## src/design/sleep_timer_params.svh

```systemverilog
// Constants of the sleep wake-up timer
`ifndef SLEEP_TIMER_PARAMS_SVH
`define SLEEP_TIMER_PARAMS_SVH
`define ST_CNT_W 31
`define ST_SLICE_W 16
`define ST_RES_STEP 5
`define ST_CLEAR_VALUE 31'h0000_0004
`define ST_MANT_RESET 16'h876B
`define ST_RC_DIV 750
`define ST_XTAL_HZ 32768
`define ST_SLEEP_MIN_TICKS 384
`define ST_MODE_ACTIVE 2'h0
`define ST_MODE_PM0 2'h0
`define ST_MODE_PM1 2'h1
`define ST_MODE_PM2 2'h2
`define ST_MODE_PM3 2'h3
`endif

```

## src/design/sleep_timer_pkg.sv

```systemverilog
// Types of the sleep wake-up timer
package sleep_timer_pkg;
	typedef enum logic [1:0] {
		st_active_t_val = 2'h0,
		st_sleep_t_val = 2'h1
	} power_state_t;
endpackage : sleep_timer_pkg

```

## src/design/sleep_tick_if.sv

```systemverilog
// Slow-clock tick and calibration hand-off between the timer and its tick source
`timescale 1ns/1ps
interface sleep_tick_if;
	logic tick;
	logic cal_valid;
	modport source (output tick, output cal_valid);
	modport sink (input tick, input cal_valid);
endinterface : sleep_tick_if

```

## src/design/sleep_wakeup_timer.sv

```systemverilog
// Sleep wake-up timer top level
// How it works
// - A 31-bit free-running counter advances on each rising edge of the selected slow clock.
// - Only a resolution-selected 16-bit slice is shown and compared.
// - Select 0..3 picks bits 15:0, 20:5, 25:10, 30:15.
// - Slow clock is the 32.768 kHz crystal or RC at reference/750.
// - Counter runs in every mode; events occur only in the three light power-down modes.
// - Event 0 in a light power-down mode returns the chip active.
// - Event period is mantissa times two to five times the select.
// - Low count byte updates at the rate set by the select.
// - Clear loads the counter with four; the slice reads four at select 0, zero otherwise.
// - RC calibrates while crystal runs in active mode or lightest sleep.
// - In deeper light modes the RC keeps its last calibration.
// - Each Event 0 sets the wake pending flag.
// - With event irq enable, Event 0 also sets the CPU sleep flag.
// - CPU sleep flag with its enable raises the interrupt request.
// - Interrupt request is blocked unless the mode select holds zero.
`timescale 1ns/1ps
`include "sleep_timer_params.svh"
module sleep_wakeup_timer
	import sleep_timer_pkg::*;
#(
	parameter int CNT_W = `ST_CNT_W
) (
	input wire logic i_clk,
	input wire logic i_nrst,
	input wire logic i_ce,
	input wire logic i_xtal_clk,
	input wire logic i_rc_clk,
	input wire logic i_use_rc,
	input wire logic i_hs_xosc_on,
	input wire logic i_sleeping,
	input wire logic [1:0] i_power_mode,
	input wire logic [1:0] i_sleep_resolution_select,
	input wire logic [15:0] i_wake_event_mantissa,
	input wire logic i_counter_clear,
	input wire logic i_wake_event_irq_enable,
	input wire logic i_cpu_sleep_irq_enable,
	input wire logic i_pending_clear,
	input wire logic i_cpu_flag_clear,
	output logic [7:0] o_sleep_count_low_byte,
	output logic [15:0] o_sleep_count_slice,
	output logic o_wake_event_pending,
	output logic o_cpu_sleep_irq_flag,
	output logic o_irq,
	output logic o_wake_to_active,
	output logic o_event_pulse,
	output logic o_rc_cal_valid
);
	initial begin
		if (CNT_W != `ST_CNT_W) $error("sleep_wakeup_timer: counter width must be 31");
	end
	// ************************************************************
	// Helpers
	// ************************************************************
	function automatic logic [15:0] slice_of(input logic [30:0] c, input logic [1:0] r);
		logic [30:0] sh;
		sh = c >> (`ST_RES_STEP * r);
		slice_of = sh[15:0];
	endfunction : slice_of
	function automatic logic light_mode(input logic s, input logic [1:0] m);
		light_mode = s & (m != `ST_MODE_PM3);
	endfunction : light_mode
	sleep_tick_if tick_bus ();
	// ************************************************************
	// Slow clock source
	// ************************************************************
	slow_tick_gen u_tick (
		.i_clk(i_clk),
		.i_nrst(i_nrst),
		.i_ce(i_ce),
		.i_xtal_clk(i_xtal_clk),
		.i_rc_clk(i_rc_clk),
		.i_use_rc(i_use_rc),
		.i_calibrate(i_hs_xosc_on & (~i_sleeping | (i_power_mode == `ST_MODE_PM0))),
		.tick_if(tick_bus.source)
	);
	logic [30:0] cnt_reg, cnt_next;
	logic [15:0] slice_reg, slice_next;
	logic pend_reg, pend_next;
	logic flag_reg, flag_next;
	logic irq_reg, irq_next;
	logic wake_reg, wake_next;
	logic evt_reg, evt_next;
	logic cal_reg, cal_next;
	logic hit;
	power_state_t pst;
	// ************************************************************
	// Counter, compare and flags
	// ************************************************************
	always_comb begin
		pst = i_sleeping ? st_sleep_t_val : st_active_t_val;
		cnt_next = cnt_reg;
		hit = 1'b0;
		if (i_counter_clear) begin
			cnt_next = `ST_CLEAR_VALUE;
		end else if (tick_bus.tick) begin
			cnt_next = cnt_reg + 31'h1;
			// Compare on the new slice so the event lands on the tick edge
			hit = light_mode(i_sleeping, i_power_mode) &&
				(slice_of(cnt_next, i_sleep_resolution_select) == i_wake_event_mantissa);
		end
		slice_next = slice_of(cnt_next, i_sleep_resolution_select);
		// Set wins over a clear in the same cycle
		pend_next = hit | (pend_reg & ~i_pending_clear);
		flag_next = (hit & i_wake_event_irq_enable) | (flag_reg & ~i_cpu_flag_clear);
		irq_next = flag_next & i_cpu_sleep_irq_enable
			& (i_power_mode == `ST_MODE_ACTIVE);
		wake_next = hit & (pst == st_sleep_t_val);
		evt_next = hit;
		cal_next = tick_bus.cal_valid;
	end
	always_ff @(posedge i_clk or negedge i_nrst) begin
		if (!i_nrst) begin
			cnt_reg <= 31'h0;
			slice_reg <= 16'h0;
			pend_reg <= 1'b0;
			flag_reg <= 1'b0;
			irq_reg <= 1'b0;
			wake_reg <= 1'b0;
			evt_reg <= 1'b0;
			cal_reg <= 1'b0;
		end else if (i_ce) begin
			cnt_reg <= cnt_next;
			slice_reg <= slice_next;
			pend_reg <= pend_next;
			flag_reg <= flag_next;
			irq_reg <= irq_next;
			wake_reg <= wake_next;
			evt_reg <= evt_next;
			cal_reg <= cal_next;
		end
	end
	assign o_sleep_count_low_byte = slice_reg[7:0];
	assign o_sleep_count_slice = slice_reg;
	assign o_wake_event_pending = pend_reg;
	assign o_cpu_sleep_irq_flag = flag_reg;
	assign o_irq = irq_reg;
	assign o_wake_to_active = wake_reg;
	assign o_event_pulse = evt_reg;
	assign o_rc_cal_valid = cal_reg;
endmodule : sleep_wakeup_timer

```

## src/design/slow_tick_gen.sv

```systemverilog
// Slow-clock edge detector and RC oscillator calibration model
`timescale 1ns/1ps
`include "sleep_timer_params.svh"
module slow_tick_gen (
	input wire logic i_clk,
	input wire logic i_nrst,
	input wire logic i_ce,
	input wire logic i_xtal_clk,
	input wire logic i_rc_clk,
	input wire logic i_use_rc,
	input wire logic i_calibrate,
	sleep_tick_if.source tick_if
);
	logic sel_reg, sel_next;
	logic prev_reg, prev_next;
	logic cal_reg, cal_next;
	// ************************************************************
	// Edge detection and calibration hold
	// ************************************************************
	always_comb begin
		sel_next = i_use_rc ? i_rc_clk : i_xtal_clk;
		prev_next = sel_reg;
		// Calibration result is kept once gained, never lost in sleep
		// Calibration runs whenever allowed, whichever source is selected
		cal_next = cal_reg | i_calibrate;
	end
	always_ff @(posedge i_clk or negedge i_nrst) begin
		if (!i_nrst) begin
			sel_reg <= 1'b0;
			prev_reg <= 1'b0;
			cal_reg <= 1'b0;
		end else if (i_ce) begin
			sel_reg <= sel_next;
			prev_reg <= prev_next;
			cal_reg <= cal_next;
		end
	end
	assign tick_if.tick = i_ce & sel_reg & ~prev_reg;
	assign tick_if.cal_valid = cal_reg;
endmodule : slow_tick_gen

```

## config.mk

```make
export PLATFORM = sky130hd
export DESIGN_NAME = sleep_wakeup_timer
export DESIGN_NICKNAME = d
export VERILOG_FILES = /design/src/design/sleep_timer_pkg.sv /design/src/design/sleep_tick_if.sv /design/src/design/sleep_wakeup_timer.sv /design/src/design/slow_tick_gen.sv
export VERILOG_INCLUDE_DIRS = /design/src /design/src/design
export SDC_FILE = /design/constraint.sdc
export NUM_CORES = 1
export LEC_CHECK = 0
export BUFFER_PORTS_ARGS = -buffer_cell sky130_fd_sc_hd__buf_2
export CAP_MARGIN = 20
export CORE_MARGIN = 2
export CORE_UTILIZATION = 45
export CTS_CLUSTER_DIAMETER = 150
export DETAILED_ROUTE_END_ITERATION = 6
export MAX_ROUTING_LAYER = met4
export PLACE_DENSITY = 0.75
export SLEW_MARGIN = 20
export SYNTH_ARGS = -nofsm -noshare
export SYNTH_HDL_FRONTEND = slang
export SYNTH_SLANG_ARGS = --single-unit
```

## constraint.sdc

```tcl
create_clock -name i_clk -period 9.25 [get_ports i_clk]
set_input_delay 0 -clock i_clk [delete_from_list [all_inputs] [get_ports i_clk]]
set_output_delay 0 -clock i_clk [all_outputs]
set_load 0.01 [all_outputs]
```

==> impl_metrics.ini <==
[status]
outcome = finished, final reports clean

[logic_synthesis]
ys.flop_type = dfrtp_1
synth-edff-count = 0
synth_fp_nets = 674
avgSynthCellArea_um2 = 7.93
ys_async_sr_fraction = 1.00
synth_cells = 639
synthesis.area_um2 = 5070
synth_cell_types = 74
ys_seq_area_frac = 0.277
yosys_warnings = 0
yosys_register_bits = 56

[clock_tree]
cts_tree = built
clk_path_buf_depth = 2
clkTransAtPathRegs_ps = 70
h-tree-depth = 2
cts_sinks = 56
clk_latency_ps = 290
cts-root-buf = clkbuf_16
postCtsSetupBuffers = 0
numCtsBuffers = 5

[placement]
place_ws_ps = 5410
gp_congestion = 1.02
port-buffer-count = 62
post-dp-hpwl_mm = 12.3

[die]
dieArea_um2 = 12100
ios = 63
die_w_um = 110
core_area_um2 = 10900
initial_core_util = 0.463
die_h_um = 110
num_rows = 38

[finish]
drive_above_1_share = 0.160
diodes = 0
area_delta_synth_final_pct = 7.98
num-fill-cells = 1106
largest_reg_flops = 31
fin_nets = 686

[routing]
route.detailed.drc = 0
drtIter0Drc = 536
num_vias = 5097
post_drt_wl_per_cell_um = 21.1
drtPass1Iterations = 6
routed_wl_mm = 16.7
vias_per_cell = 6.45
antenna_left = 0

[sta]
setup_violations = 0
fin_skew_ps = 8.47
relSlewSlack = 0.393
period_needed_ps = 3910
worst_pin_slew_ps = 910
finalSetupTns_ps = 0
hold_viol = 0
setup_ws_ps = 5340
drv_slew = 0
max_freq_mhz = 256
rsz0062_at_grt = false
finalCritPeriodShare = 0.423

[global_routing]
antenna_found_initial = 0
grt-ovfl-total = 0
grt_start_max_net_pins = 65
grt_pass1_vias = 4859
gr-usage-all-layers = 0.293
grt_pass1_wl_mm = 26.4

[setup_path]
critPathKind = reg2reg
start_kind = flip-flop
crit_arrival_ps = 4120
required_ps = 9460
endpoint_kind = flip-flop
crit_fanout = 10

[power]
peakVddDrop_mv = 0.0989
power.density_nw_per_um2 = 104
p_leak_nw = 2.18

[min_path]
holdCritPathClass = in2reg

[run]
drv_cap = 0
-- worst paths after layout --
path	slack [ps]	to	start	depth (start not counted)
setup / recovery	5340	o_wake_to_active	cnt_reg[0]	10
hold / removal	20	u_tick.prev_next	i_xtal_clk	3
setup reg to reg	5340	o_wake_to_active	cnt_reg[0]	10
hold reg to reg	470	u_tick.tick_if.cal_valid	u_tick.tick_if.cal_valid	1
max in group asynchronous	8380	cnt_reg[16]	i_nrst	3
min in group asynchronous	390	o_sleep_count_slice[12]	i_nrst	3
-- what timing repair did --
item	CTS	global route
endpoints found under the hold margin	60	0
gates resized for setup	0	0
hold buffers	5	0
-- per-layer routing --
metal | vias to the layer above | wire length [um] | track usage
met5 | - | 0 | -
met4 | 0 | 724 | 0.113
met3 | 66 | 1450 | 0.0564
met2 | 255 | 7740 | 0.453
met1 | 2421 | 6800 | 0.379
li1 | 2355 | - | -
-- stage by stage --
stage                     hold WS [ps]  std cells   util  area, um2  power, W
after CTS                         28.3        790  0.500       5470  0.000573
after global routing              88.7        790  0.500       5470  0.000592
after global placement             185        779  0.482       5270  0.000361
after detailed placement           196        779  0.482       5270  0.000364
final                             24.1        790  0.500       5470  0.000570
after floorplan                   -296        639      -       5070  0.000327
-- synthesized netlist by cell type, types with 18 or more instances --
master    count  area (um2)
a21oi_1      21         105
clkbuf_1     34         128
dfrtp_1      56        1400
inv_1        18        67.6
mux2_2       18         203
nand2_1      60         225
nand3_1      23         115
nand4_1      18         113
nor2_1       57         214
nor3_1       20         100
o21ai_0      43         215
o31ai_1      18         135
xnor2_1      27         236
xor2_1       24         210
-- placed cells by master, fill, tap and decap left out, types with 14 or more instances in the layout --
cell and count:
a21oi_1 21, buf_2 62, dfrtp_1 56, inv_1 18
mux2_2 18, nand2_1 60, nand3_1 23, nand4_1 18
nor2_1 57, nor3_1 20, o21ai_0 43, o31ai_1 18
or3_1 14, xnor2_1 27, xor2_1 24
-- critical path: stages (launching register included) --
cell       delay (ps)
dfrtp_1           610
ha_1              400
nand3_1           150
or2_2             390
xor2_1            210
a221oi_1          620
a31oi_1           190
nor4b_2           290
o2111ai_1         200
or4b_1            650
o21ai_1           120
-- logic make-up (layout without fill, tap and decap cells) --
| kind of cell | count (synthesis) | in the layout | synth area share |
|---|---|---|---|
| fa+ha+maj | 2 | 2 | 0.00494 |
| xor+xnor | 53 | 53 | 0.0970 |
| flops | 56 | 56 | 0.277 |
| mux | 29 | 29 | 0.0617 |
| buf+inv | 89 | 100 | 0.0810 |
| compound gates | 160 | 160 | 0.219 |
| simple gates | 250 | 250 | 0.260 |
-- cell type report --
| cell class | count | area, um2 | share of cell area |
|---|---|---|---|
| inverter | 21 | 78.8 | 0.0144 |
| tap | 140 | 175 | 0.0320 |
| clock buffer | 5 | 125 | 0.0229 |
| multi-input combinational | 494 | 3260 | 0.595 |
| sequential | 56 | 1400 | 0.256 |
| clock inverter | 1 | 30.0 | 0.00549 |
| timing repair buffer | 73 | 405 | 0.0741 |
-- power breakdown --
part	total (W)	leakage [nW]	internal, W	switching, W
clock	0.000209	0.0757	0.000125	0.0000837
sequential	0.000259	0.745	0.000252	0.00000778
combinational	0.000102	1.36	0.0000378	0.0000646
total	0.000570	2.18	0.000414	0.000156
(Power assumes the default switching activity.)
